<file path="src/shared/scc_pkg.sv">
// Package for the strap configuration capture bank
package scc_pkg;
   // Register addresses (system address space)
   localparam logic [39:0] CFG_ADDR = 40'h00_1002_0008;
   localparam logic [39:0] MID_ADDR = 40'h00_1003_8000;
   // JTAG-side register select
   localparam logic JSEL_CFG = 1'h0;
   localparam logic JSEL_MID = 1'h1;
   // Field positions
   localparam int STRAP_W = 19;
   localparam int B_RSVD = 0;
   localparam int B_REFCLK = 1;
   localparam int B_TEST_LO = 2;
   localparam int B_TEST_HI = 4;
   localparam int B_BR0 = 5;
   localparam int B_BR1 = 6;
   localparam int B_PLL_LO = 7;
   localparam int B_PLL_HI = 11;
   localparam int B_SER0 = 12;
   localparam int B_SER0_GPIO = 13;
   localparam int B_SER1 = 14;
   localparam int B_SER1_GPIO = 15;
   localparam int B_CARD = 16;
   localparam int B_BOOT_LO = 17;
   localparam int B_BOOT_HI = 18;
   // Writable bit mask within the strap field
   localparam logic [18:0] WR_MASK = 19'h4_5000;
   // Boot source codes
   localparam logic [1:0] BOOT_ROM32 = 2'h0;
   localparam logic [1:0] BOOT_ROM8 = 2'h1;
   localparam logic [1:0] BOOT_EE_SMALL = 2'h2;
   localparam logic [1:0] BOOT_EE_LARGE = 2'h3;
   // Arbitrary identifier, not tied to any part
   localparam logic [63:0] MID_DEFAULT = 64'h0123_4567_89ab_cdef;
   // Decoded configuration outputs
   typedef struct packed {
      logic [1:0] boot_source;
      logic card_slot_enable;
      logic serial_one_gpio_alloc;
      logic serial_one_sync_select;
      logic serial_zero_gpio_alloc;
      logic serial_zero_sync_select;
      logic [4:0] pll_divide;
      logic bridge_one_clock_divider;
      logic bridge_zero_clock_divider;
      logic [2:0] factory_test;
      logic ref_clock_source_strap;
      logic strap_spare;
   } scc_cfg_t;
   // One register access
   typedef struct packed {
      logic rd;
      logic wr;
      logic [63:0] wdata;
   } scc_acc_t;
endpackage

</file>
<file path="src/rtl/scc_bank.sv">
// Strap configuration capture bank: configuration and identifier registers
// How it works
// - 64-bit read-only manufacturing identifier register
// - Bit 0 returns captured spare strap
// - Bit 1 reports reference clock source strap
// - Bits 2..4 report factory test straps
// - Bit 5 selects bridge zero divider
// - Bit 6 selects bridge one divider
// - Bits 11:7 report PLL divide strap
// - Bit 12 writable, serial zero mode
// - Bit 14 writable, serial one mode
// - Bit 13 reports serial zero pin allocation
// - Bit 15 reports serial one pin allocation
// - Bit 16 reports card slot mode strap
// - Boot field codes select boot source
// - Bit 17 read-only, bit 18 writable
// - Straps captured from pads at the first clock edge after reset
// - Reachable from system and JTAG ports
`timescale 1ns/1ps
`default_nettype none
module scc_bank #(
   parameter logic [63:0] MID_VALUE = scc_pkg::MID_DEFAULT
) (
   // Clock and reset
   input wire logic clk_i,
   input wire logic rst_i,
   // Strap pads
   input wire logic [18:0] strap_pads_i,
   // System access
   input wire logic [39:0] sys_addr_i,
   input wire scc_pkg::scc_acc_t sys_acc_i,
   output logic [63:0] sys_rdata_o,
   output logic sys_rvalid_o,
   // JTAG access
   input wire logic jtag_sel_i,
   input wire scc_pkg::scc_acc_t jtag_acc_i,
   output logic [63:0] jtag_rdata_o,
   output logic jtag_rvalid_o,
   // Decoded configuration
   output scc_pkg::scc_cfg_t cfg_o,
   output logic smbus_zero_boot_o
);
   ////////////////////////////////////////////////////////////////////////
   // Local sizes
   localparam int CFG_W = scc_pkg::STRAP_W;
   localparam int WORD_W = 64;
   localparam int PAD_W = WORD_W - CFG_W;
   localparam logic [CFG_W-1:0] CFG_ZERO = '0;
   localparam logic [PAD_W-1:0] PAD_ZERO = '0;
   localparam logic [WORD_W-1:0] WORD_ZERO = '0;
   localparam logic [CFG_W-1:0] WR_BITS = (CFG_W'(1) << scc_pkg::B_SER0) |
      (CFG_W'(1) << scc_pkg::B_SER1) | (CFG_W'(1) << scc_pkg::B_BOOT_HI);

   ////////////////////////////////////////////////////////////////////////
   // Elaboration checks
   if (CFG_W != scc_pkg::B_BOOT_HI + 1) begin : g_chk_width
      $error("Strap field width does not cover the field map");
   end
   if ($bits(scc_pkg::scc_cfg_t) != CFG_W) begin : g_chk_struct
      $error("Configuration struct does not match strap width");
   end
   if (scc_pkg::WR_MASK != WR_BITS) begin : g_chk_mask
      $error("Writable mask does not match the writable fields");
   end
   if (CFG_W > WORD_W) begin : g_chk_word
      $error("Strap field wider than the register word");
   end

   ////////////////////////////////////////////////////////////////////////
   // Strap capture
   logic capture_q;
   logic [CFG_W-1:0] cfg_q;
   logic [CFG_W-1:0] cfg_d;
   always_ff @(posedge clk_i or posedge rst_i) begin
      if (rst_i) begin
         capture_q <= 1'b1;
      end else begin
         capture_q <= 1'b0;
      end
   end

   ////////////////////////////////////////////////////////////////////////
   // System address decode
   wire logic sys_cfg_hit;
   wire logic sys_mid_hit;
   wire logic sys_cfg_wr;

   assign sys_cfg_hit = (sys_addr_i == scc_pkg::CFG_ADDR);
   assign sys_mid_hit = (sys_addr_i == scc_pkg::MID_ADDR);
   assign sys_cfg_wr = sys_acc_i.wr & sys_cfg_hit;

   ////////////////////////////////////////////////////////////////////////
   // JTAG register select
   wire logic jtag_cfg_sel;
   wire logic jtag_mid_sel;
   wire logic jtag_cfg_wr;
   wire logic jtag_cfg_take;

   assign jtag_cfg_sel = (jtag_sel_i == scc_pkg::JSEL_CFG);
   assign jtag_mid_sel = (jtag_sel_i == scc_pkg::JSEL_MID);
   assign jtag_cfg_wr = jtag_acc_i.wr & jtag_cfg_sel;
   assign jtag_cfg_take = jtag_cfg_wr & ~sys_cfg_wr;

   ////////////////////////////////////////////////////////////////////////
   // Write merge
   wire logic [CFG_W-1:0] sys_wmask;
   wire logic [CFG_W-1:0] jtag_wmask;
   wire logic [CFG_W-1:0] wr_mask;
   wire logic [CFG_W-1:0] wr_data;
   wire logic [CFG_W-1:0] cfg_merged;

   assign sys_wmask = sys_cfg_wr ? scc_pkg::WR_MASK : CFG_ZERO;
   assign jtag_wmask = jtag_cfg_take ? scc_pkg::WR_MASK : CFG_ZERO;
   assign wr_mask = sys_wmask | jtag_wmask;
   assign wr_data = sys_cfg_wr ? sys_acc_i.wdata[CFG_W-1:0] : jtag_acc_i.wdata[CFG_W-1:0];
   assign cfg_merged = (cfg_q & ~wr_mask) | (wr_data & wr_mask);
   assign cfg_d = capture_q ? strap_pads_i : cfg_merged;

   ////////////////////////////////////////////////////////////////////////
   // Configuration register
   always_ff @(posedge clk_i or posedge rst_i) begin
      if (rst_i) begin
         cfg_q <= CFG_ZERO;
      end else begin
         cfg_q <= cfg_d;
      end
   end

   ////////////////////////////////////////////////////////////////////////
   // Field split
   scc_pkg::scc_cfg_t cfg_next;
   assign cfg_next = '{
      boot_source: cfg_d[scc_pkg::B_BOOT_HI:scc_pkg::B_BOOT_LO],
      card_slot_enable: cfg_d[scc_pkg::B_CARD],
      serial_one_gpio_alloc: cfg_d[scc_pkg::B_SER1_GPIO],
      serial_one_sync_select: cfg_d[scc_pkg::B_SER1],
      serial_zero_gpio_alloc: cfg_d[scc_pkg::B_SER0_GPIO],
      serial_zero_sync_select: cfg_d[scc_pkg::B_SER0],
      pll_divide: cfg_d[scc_pkg::B_PLL_HI:scc_pkg::B_PLL_LO],
      bridge_one_clock_divider: cfg_d[scc_pkg::B_BR1],
      bridge_zero_clock_divider: cfg_d[scc_pkg::B_BR0],
      factory_test: cfg_d[scc_pkg::B_TEST_HI:scc_pkg::B_TEST_LO],
      ref_clock_source_strap: cfg_d[scc_pkg::B_REFCLK],
      strap_spare: cfg_d[scc_pkg::B_RSVD]
   };

   ////////////////////////////////////////////////////////////////////////
   // SMBus boot flag
   wire logic [1:0] boot_next;
   wire logic smbus_boot_d;

   assign boot_next = cfg_d[scc_pkg::B_BOOT_HI:scc_pkg::B_BOOT_LO];
   assign smbus_boot_d = (boot_next == scc_pkg::BOOT_EE_SMALL) | (boot_next == scc_pkg::BOOT_EE_LARGE);

   ////////////////////////////////////////////////////////////////////////
   // Read paths
   wire logic [WORD_W-1:0] cfg_word;
   wire logic [WORD_W-1:0] sys_rd;
   wire logic [WORD_W-1:0] sys_rd_d;
   wire logic [WORD_W-1:0] jtag_rd;
   wire logic [WORD_W-1:0] jtag_rd_d;

   assign cfg_word = {PAD_ZERO, cfg_q};
   assign sys_rd = sys_cfg_hit ? cfg_word : (sys_mid_hit ? MID_VALUE : WORD_ZERO);
   assign jtag_rd = jtag_mid_sel ? MID_VALUE : cfg_word;
   assign sys_rd_d = sys_acc_i.rd ? sys_rd : WORD_ZERO;
   assign jtag_rd_d = jtag_acc_i.rd ? jtag_rd : WORD_ZERO;

   ////////////////////////////////////////////////////////////////////////
   // System read port
   always_ff @(posedge clk_i or posedge rst_i) begin
      if (rst_i) begin
         sys_rvalid_o <= 1'b0;
      end else begin
         sys_rvalid_o <= sys_acc_i.rd;
      end
   end

   always_ff @(posedge clk_i or posedge rst_i) begin
      if (rst_i) begin
         sys_rdata_o <= WORD_ZERO;
      end else begin
         sys_rdata_o <= sys_rd_d;
      end
   end

   ////////////////////////////////////////////////////////////////////////
   // JTAG read port
   always_ff @(posedge clk_i or posedge rst_i) begin
      if (rst_i) begin
         jtag_rvalid_o <= 1'b0;
      end else begin
         jtag_rvalid_o <= jtag_acc_i.rd;
      end
   end

   always_ff @(posedge clk_i or posedge rst_i) begin
      if (rst_i) begin
         jtag_rdata_o <= WORD_ZERO;
      end else begin
         jtag_rdata_o <= jtag_rd_d;
      end
   end

   ////////////////////////////////////////////////////////////////////////
   // Configuration outputs
   always_ff @(posedge clk_i or posedge rst_i) begin
      if (rst_i) begin
         cfg_o <= '0;
      end else begin
         cfg_o <= cfg_next;
      end
   end

   always_ff @(posedge clk_i or posedge rst_i) begin
      if (rst_i) begin
         smbus_zero_boot_o <= 1'b0;
      end else begin
         smbus_zero_boot_o <= smbus_boot_d;
      end
   end
endmodule
`default_nettype wire

</file>
<file path="config.mk">
export PLATFORM = sky130hd
export DESIGN_NAME = scc_bank
export DESIGN_NICKNAME = d
export VERILOG_FILES = /design/src/shared/scc_pkg.sv /design/src/rtl/scc_bank.sv
export SDC_FILE = /design/constraint.sdc
export NUM_CORES = 1
export LEC_CHECK = 0
export ABC_AREA = 1
export ABC_CLOCK_PERIOD_IN_PS = 3200
export BUFFER_PORTS_ARGS = -buffer_cell sky130_fd_sc_hd__buf_2
export CORE_AREA = 5 5 130 132
export DETAILED_ROUTE_END_ITERATION = 10
export DIE_AREA = 0 0 135 137
export PLACE_DENSITY_LB_ADDON = 0.15
export SETUP_SLACK_MARGIN = 0.02
export SYNTH_ARGS = -nofsm -noshare
export SYNTH_HDL_FRONTEND = slang
export SYNTH_SLANG_ARGS = --single-unit
</file>
<file path="constraint.sdc">
create_clock -name clk_i -period 3.2 [get_ports clk_i]
set_input_delay 0.48 -clock clk_i [delete_from_list [all_inputs] [get_ports clk_i]]
set_output_delay 0.48 -clock clk_i [all_outputs]
set_load 0.005 [all_outputs]
</file>
==> summary.md, run 1 <==
| Metric | Value |
|---|---|
| Pre-CTS WS | `1040 ps` |
| Crit path kind | `register to output pin` |
| Slew at the pin closest to its max-slew limit | `997 ps` |
| Worst reg2reg startpoint | `capture_q` |
| Clk_lat worst skew | `320 ps` |
| H-tree depth | `3` |
| Die area | `between 15,000 and 20,000 um2` |
| Peak VDD IR | `0.184 mV` |
| Worst path cell trace | `buf_2` |
| Post-Layout Cell Count | `approximately 710` |
| Slew headroom | `0.334` |
| Post-Synthesis Cell Area | `3120 um2` |
| Worst-path clk slew | `50 ps` |
| CTS tree | `done` |
| Bufs and invs on worst path | `1` |
| Synth top area cells | `dfrtp_1, buf_4, inv_1` |
| FMAX | `561 MHz` |
| HPWL after DPL | `around 7200 um` |
| Final instance area | `4020 um2` |
| Register Area | `1580 um2` |
| Via count | `2,499` |
| NetSw | `slightly below 500 uW` |
| Most common cell after layout, fill and taps aside | `buf_2` |
| Hold path start | `jtag_acc_i[65]` |
| # IOs | `344` |
| Final ANT Viol Nets | `0` |
| First-pass GRT wire length | `between 10,000 and 15,000 um` |
| Gr usage total | `0.0966` |
| Die H | `roughly 140 um` |
| Flop pwr share | `0.442` |
| FILL cells | `1,678` |
| Post-synth top area cell | `dfrtp_1` |
| Worst-case clock buffer depth | `2` |
| GRT overflow | `0` |
| Min Clock Period, post-route | `1780 ps` |
| Worst setup EP type | `output pin` |
| Synth cell types | `22` |
| Core Rows | `46` |
| Clock share of power | `0.454` |
| Placed cell count | `690` |
| Worst Hold Class | `primary input to register` |
| Gate count of the mapped netlist | `346` |
| Diode count | `0` |
| Routed WL | `around 9000 um` |
| Clk sinks | `63` |
| Setup Skew | `6.04 ps` |
| Buffers on Ports | `167` |
| Crit Path Max Fanout | `18` |
| Initial antenna violation count | `1` |
| Final number of setup-violating endpoints | `0` |
| Clock tree root driver cell | `clkbuf_16` |
| Sequential share of the synthesized area | `0.506` |
| Area of the multi-input gates | `872 um2` |
| Die Span X | `135 um` |
| Tcrit/Tclk final | `0.557` |
| Core Util, Final | `0.258` |
| Most frequent cells in the layout | `buf_2, dfrtp_1, conb_1` |
| Total CTS buffers | `9` |
| RSZ-0062 raised after global routing | `false` |
| Worst Slack Setup Final | `1420 ps` |
| First-pass DRT Iterations | `5` |
| Synth Warn # | `0` |
| Post-cts resize count | `0` |
| Post-layout nets | `679` |
| Combinational share of power | `0.105` |
| Met1 GRT Util | `0.118` |
| M2 GR Usage | `0.160` |
| GR Util met3 | `0.0320` |
| Pins Over Slew Limit | `0` |
| Hold Fails Final Rpt | `0` |
| Vias in the first global route | `2,581` |
| Core area | `15,600 um2` |
| Final setup TNS | `0 ps` |
| Share of cells above drive strength 1 | `0.395` |
| CP startpoint kind | `register` |
| Max-cap violations | `0` |
| Post-DP Area | `3750 um2` |
| DR vias/cell | `3.54` |
| Pwr dens | `491 nW/um2` |
| Post-CTS setup buffers | `0` |
| Tot Pwr | `1.97 mW` |
| Gr busiest metal | `met2` |
| Crit path max-delay family | `flip-flops` |
| RePlAce Congestion | `~0.72` |
| Pin count of the biggest net entering global routing | `48` |
| Hold-fix buffers, CTS | `0` |
| Switching part of the total | `0.246` |
| CP required | `2720 ps` |
| Initial Utilization | `0.200` |
| Syn Area/Cell | `9.00 um2` |
| Top cell type's share of synthesized area | `0.498` |
| Leak Pwr | `between 2 and 2.5 nW` |
| Slowest-stage cell, CP | `dfrtp_1` |
| Worst Path Arrival | `~1300 ps` |
| Status | `finished clean` |
| DR WL/cell | `around 13 um` |
| Crit path launch | `sys_rdata_o[53]` |
| CP max stage delay | `750 ps` |
| Synthesized flop and latch total | `63` |
| DRT iter0 DRCs | `108` |
| Hold slack | `337 ps` |
| Synthesis-to-finish area growth | `29.1%` |
| Detailed-route DRC error count | `0` |
| Internal power | `around 1.5 mW` |
[area by class of cell]
cell class | count | area share
multi-input cells | 196 | 0.217
repair buffers | 170 | 0.213
clock buffers | 12 | 0.0638
inverters | 45 | 0.0420
flip-flops and latches | 63 | 0.392
clock inverters | 3 | 0.00467
well taps | 216 | 0.0672
[state kept, by name, indices dropped and copies added (netlist names), named ones only]
register / cells
smbus_zero_boot_o: 1
cfg_q: 16
sys_rvalid_o: 1
capture_q: 1
jtag_rvalid_o: 1
jtag_rdata_o: 20
cfg_o: 1
sys_rdata_o: 20
[Yosys cell counts]
master	count
dfrtp_1	62
buf_2	1
nand4_1	6
o21ai_1	11
nand3_1	4
nand2_2	2
clkbuf_1	6
nor3_4	1
nand2_1	45
nor2_1	33
nor2_4	1
conb_1	1
nand3_4	2
inv_1	45
dfstp_2	1
o21ai_0	20
a21oi_1	13
buf_4	88
a21oi_2	1
buf_6	1
and2_0	1
nor3_1	1
[power by group through the flow]
stage | registers [mW] | clock network [mW] | logic [mW]
floorplan | 0.880 | 0 | 0.147
global placement | 0.888 | 0 | 0.210
detailed placement | 0.888 | 0 | 0.210
CTS | 0.874 | 0.922 | 0.211
global route | 0.878 | 0.955 | 0.240
finish | 0.872 | 0.896 | 0.206
[logic make-up after synthesis]
group,count (synthesis),share of synthesized area
buffers and inverters,141,0.279
and+or+nand+nor,96,0.140
DFF,63,0.506
AOI/OAI and AO/OA,45,0.0735
other,1,0.00120
[routing by layer]
layer | up-vias | part of all wire
li1 | 1193 | -
met2 | 181 | 0.46
met3 | 11 | 0.12
met1 | 1114 | 0.40
met5 | - | 0
met4 | 0 | 0.016
[final timing paths]
check                                    end  slack (ps)  depth (start not counted)
min                            jtag_rvalid_o         340                          1
max in group asynchronous          async pin        2080                          3
min reg2reg                  sys_rdata_o[17]         500                          2
min in group asynchronous     sys_rdata_o[5]         400                          2
max reg2reg                smbus_zero_boot_o        1720                          5
max                          sys_rdata_o[19]        1420                          1
Power figures use the tool's default switching activity.
==> inputs of run 2 (changes only) <==
- ABC_CLOCK_PERIOD_IN_PS: 3200 -> 1660
- clock period: 3.2 -> 1.66 ns (I/O delays scaled with it)
==> run 2 against run 1 <==
  * Via count decreased by 0.32%
  * Design area increased by 3.4%
  * Clock skew about the same
  * First-iteration DRC count decreased by 34%
  * Critical path depth unchanged
  * Sequential cell count unchanged
  * Largest power group unchanged
==> summary.md, run 2 (synthesis results as in run 1) <==
| Metric | Value |
|---|---|
| Status | `finished clean` |
| Tcrit/Tclk final | `0.814` |
| Worst-case reg-to-reg path depth | `2` |
| WP depth | `1` |
| Post-layout nets | `686` |
| CP startpoint kind | `register` |
| Core Util, Final | `0.267` |
| Die H | `137 um` |
| Leak Pwr | `2.51 nW` |
| Core Rows | `46` |
| Worst Slack Setup Final | `309 ps` |
| Post-CTS setup buffers | `0` |
| GRT overflow | `0` |
| Final instance area | `roughly 4200 um2` |
| Die Span X | `135 um` |
| Reg2reg end | `cfg_q[3]` |
| Flop2flop setup slack | `470 ps` |
| Hold Crit Depth | `1` |
| Worst-case clock buffer depth | `2` |
| Slew headroom | `0.667` |
| Final number of setup-violating endpoints | `0` |
| First-pass GRT wire length | `roughly 14,000 um` |
| Biggest regs | `jtag_rdata_o x20, sys_rdata_o x20, cfg_q x16` |
| Synthesis-to-finish area growth | `33.5%` |
| Detailed-route DRC error count | `0` |
| Setup Skew | `5.62 ps` |
| Worst Hold Class | `primary input to register` |
| DR vias/cell | `around 3.5` |
| Pins Over Slew Limit | `0` |
| Clk_lat worst skew | `320 ps` |
| Worst reg2reg startpoint | `capture_q` |
| # IOs | `344` |
| Buffers on Ports | `167` |
| Pwr dens | `about 1000 nW/um2` |
| CP max stage delay | `580 ps` |
| Worst setup EP type | `output pin` |
| Max-cap violations | `0` |
| DR WL/cell | `13.0 um` |
| Via count | `roughly 2.5k` |
| Worst path cell trace | `buf_2` |
| H-tree depth | `3` |
| Tot Pwr | `between 4 and 5 mW` |
| Final setup TNS | `0 ps` |
| Clock tree root driver cell | `clkbuf_16` |
| Core area | `15,600 um2` |
| Peak VDD IR | `0.449 mV` |
| Initial Utilization | `0.200` |
| Crit Path Max Fanout | `18` |
| RSZ-0062 raised after global routing | `false` |
| Slew at the pin closest to its max-slew limit | `499 ps` |
| Gr usage total | `0.0977` |
| Share of cells above drive strength 1 | `0.404` |
| Total CTS buffers | `9` |
| Clk sinks | `63` |
| Crit path max-delay family | `flip-flops` |
| Bufs and invs on worst path | `1` |
| Post-DP Area | `~3800 um2` |
| Vias in the first global route | `2,571` |
| Hold Fails Final Rpt | `0` |
| FMAX | `740 MHz` |
| Worst Path Arrival | `between 1000 and 1500 ps` |
| Hold path start | `jtag_acc_i[65]` |
| Min Clock Period, post-route | `1350 ps` |
| First-pass DRT Iterations | `4` |
| Initial antenna violation count | `0` |
| Final ANT Viol Nets | `0` |
| Die area | `18,500 um2` |
| Diode count | `0` |
| Routed WL | `between 9000 and 10,000 um` |
| Pin count of the biggest net entering global routing | `31` |
| Worst-path clk slew | `50 ps` |
| HPWL after DPL | `7620 um` |
| Most frequent cells in the layout | `buf_2, dfrtp_1, conb_1` |
| Pre-CTS WS | `11.6 ps` |
| DRT iter0 DRCs | `71` |
| CP required | `about 1400 ps` |
| Most common cell after layout, fill and taps aside | `buf_2` |
| RePlAce Congestion | `between 0.7 and 0.8` |
| Crit path kind | `register to output pin` |
| CTS tree | `done` |
| Hold worst-path end | `jtag_rvalid_o` |
| Slowest-stage cell, CP | `dfrtp_2` |
[run 2: what timing repair did]
action                                  in CTS  in global routing
gates resized for setup                      1                  0
hold endpoints to repair                    10                  0
hold buffers                                 1                  0
endpoints found under the setup margin      13                  0
[run 2: where the power goes]
group	total [mW]	switching, mW	internal [mW]
sequential	1.68	0.0582	1.62
clock	1.96	0.650	1.31
combinational	0.411	0.233	0.178
total	4.05	0.941	3.11
[run 2: stage by stage]
stage	hold slack (ps)	std cells
detailed placement	247	696
finish	116	713
global route	107	713
CTS	101	713
floorplan	280	400
global placement	240	696
[run 2: worst max-delay path by stage]
| stage | startpoint | endpoint | slack, ps |
|---|---|---|---|
| 5_1_grt | sys_rdata_o[53] | sys_rdata_o[19] | 210 |
| 3_5_place_dp | sys_addr_i[21] | cfg_o[18] | 10 |
| 4_1_cts | sys_rdata_o[53] | sys_rdata_o[53] | 250 |
| 3_3_place_gp | sys_addr_i[21] | cfg_o[18] | 20 |
| 2_1_floorplan | sys_addr_i[21] | sys_rdata_o[15] | 340 |
| 6_report | sys_rdata_o[53] | sys_rdata_o[53] | 310 |
[run 2: cell type report]
type                            instances  area (um2)
Sequential cell                        63        1580
Clock buffer                           10         229
Timing Repair Buffer                  177         951
Inverter                               45         173
Multi-Input combinational cell        196         872
Tap cell                              216         270
Fill cell                            1700       11400
Clock inverter                          6        83.8
[run 2: layer usage]
metal  vias to the layer above  global-route usage  routed length, um
met5                         -                   0                  0
met4                         0              0.0353                 99
met3                         6              0.0327               1050
met2                       168               0.170               4420
met1                      1105               0.112               3680
li1                       1212                   -                  -
==> inputs of run 3 (changes only) <==
- ABC_CLOCK_PERIOD_IN_PS: 1660 -> 1300
- clock period: 1.66 -> 1.3 ns (I/O delays scaled with it)
==> run 3 against run 2 <==
  * Critical path depth increased by 1
  * Design area increased by 3.3%
  * Die area unchanged
  * Utilization up 0.87 points
  * Count of clock-buffer cells in the layout stayed put
  * Global-route usage increased by 0.061 points
  * Worst setup slack worse by 240 ps
  * Sequential share of layout area is 1.2 points lower
  * Worst hold slack worse by 66 ps
  * Sequential power grew 27%
  * Clock skew decreased by 1.2 ps
  * Critical path type unchanged
==> summary.md, run 3 (synthesis results as in run 1) <==
| Metric | Value |
|---|---|
| Status | `finished clean` |
| Flop pwr share | `0.409` |
| Peak VDD IR | `0.490 mV` |
| Post-DP Area | `3890 um2` |
| Via count | `2,559` |
| Switching part of the total | `0.239` |
| Vias in the first global route | `around 2.6k` |
| Post-layout nets | `between 600 and 700` |
| Area of the multi-input gates | `895 um2` |
| Crit path kind | `register to output pin` |
| Share of cells above drive strength 1 | `0.433` |
| Worst setup EP type | `output pin` |
| Crit Path Max Fanout | `3` |
| Worst-path clk slew | `around 50 ps` |
| H-tree depth | `3` |
| Worst Hold Class | `primary input to register` |
| Setup Skew | `4.39 ps` |
| FILL cells | `1,717` |
| Pin count of the biggest net entering global routing | `between 60 and 70` |
| Die Span X | `135 um` |
| Diode count | `0` |
| First-pass DRT Iterations | `4` |
| GRT overflow | `0` |
| DR vias/cell | `3.52` |
| CP startpoint kind | `register` |
| Buffers on Ports | `167` |
| Final instance area | `4290 um2` |
| Register Area | `roughly 1600 um2` |
| Tcrit/Tclk final | `0.945` |
| Clock tree root driver cell | `clkbuf_16` |
| Worst Path Arrival | `1030 ps` |
| CP required | `1110 ps` |
| Hold Fails Final Rpt | `0` |
| Initial Utilization | `0.200` |
| Core area | `~16,000 um2` |
| Tot Pwr | `~5.2 mW` |
| Most frequent cells in the layout | `buf_2, dfrtp_1, conb_1` |
| Core Util, Final | `0.275` |
| Die area | `roughly 18,000 um2` |
| Total CTS buffers | `9` |
| Final ANT Viol Nets | `0` |
| HPWL after DPL | `~7600 um` |
| DR WL/cell | `13.0 um` |
| Clock share of power | `0.486` |
| Die H | `137 um` |
| Most common cell after layout, fill and taps aside | `buf_2` |
| Core Rows | `46` |
| First-pass GRT wire length | `between 10,000 and 15,000 um` |
| Min Clock Period, post-route | `between 1000 and 1500 ps` |
| Internal power | `3.98 mW` |
| RSZ-0062 raised after global routing | `true` |
| Routed WL | `9440 um` |
| Pins Over Slew Limit | `0` |
| RePlAce Congestion | `between 0.6 and 0.7` |
| Biggest regs | `jtag_rdata_o x20, sys_rdata_o x20, cfg_q x16` |
| Initial antenna violation count | `0` |
| Clk_lat worst skew | `roughly 320 ps` |
| Clk sinks | `63` |
| Leak Pwr | `2.58 nW` |
| Pre-CTS WS | `-315 ps` |
| Detailed-route DRC error count | `0` |
| Worst Slack Setup Final | `71.5 ps` |
| FMAX | `between 800 and 900 MHz` |
| Final number of setup-violating endpoints | `0` |
| Pwr dens | `1220 nW/um2` |
| CTS tree | `done` |
| Gr usage total | `0.0983` |
| # IOs | `344` |
| Combinational share of power | `0.104` |
| Worst-case clock buffer depth | `2` |
| DRT iter0 DRCs | `129` |
| Max-cap violations | `0` |
| Synthesis-to-finish area growth | `37.8%` |
| NetSw | `between 1 and 1.5 mW` |
| Hold slack | `49.9 ps` |
==> run 3: power by group through the flow <==
stage	registers (mW)	logic [mW]	clock network, mW
after floorplan	2.17	0.362	0
after global placement	2.18	0.547	0
after detailed placement	2.18	0.550	0
after CTS	2.14	0.553	2.63
after global routing	2.15	0.629	2.71
final	2.14	0.545	2.54
==> run 3: through the flow <==
step,cells,setup TNS [ps]
2_1_floorplan,400,0
3_3_place_gp,704,-3580
3_5_place_dp,704,-3880
4_1_cts,723,0
5_1_grt,726,0
6_report,726,0
==> run 3: what timing repair did <==
item | 4_1_cts | 5_1_grt
setup endpoints to repair | 36 | 16
hold buffers | 1 | 0
hold endpoints to repair | 62 | 0
setup buffers | 2 | 3
pin swaps | 0 | 3
gates resized for setup | 4 | 10
==> run 3: final cells by class <==
cell class | instances | share of cell area
timing repair buffer | 190 | 0.248
clock buffer | 10 | 0.0533
inverter | 45 | 0.0402
sequential | 63 | 0.368
multi-input combinational | 196 | 0.208
clock inverter | 6 | 0.0195
tap | 216 | 0.0629
==> run 3: path summary, 6_finish.rpt <==
path,from,slack [ps],cells past startpoint,end
setup / recovery,sys_rdata_o[53],70,2,sys_rdata_o[56]
setup reg to reg,capture_q,150,3,cfg_q[7]
min in group asynchronous,rst_i,520,4,cfg_q[16]
hold reg to reg,cfg_q[5],510,2,sys_rdata_o[5]
hold / removal,jtag_acc_i[65],50,1,jtag_rvalid_o
max in group asynchronous,rst_i,460,4,capture_q
==> run 3: per-layer routing <==
| layer | track usage | part of all wire | vias to the layer above |
|---|---|---|---|
| li1 | - | - | 1240 |
| met1 | 0.122 | 0.40 | 1140 |
| met2 | 0.162 | 0.47 | 170 |
| met3 | 0.0294 | 0.12 | 9 |
| met4 | 0.0370 | 0.013 | 0 |
| met5 | 0 | 0 | - |
==> run 3: critical path, stage by stage (launching register included) <==
cell     delay [ps]
dfrtp_2         440
buf_4           150
buf_2           120
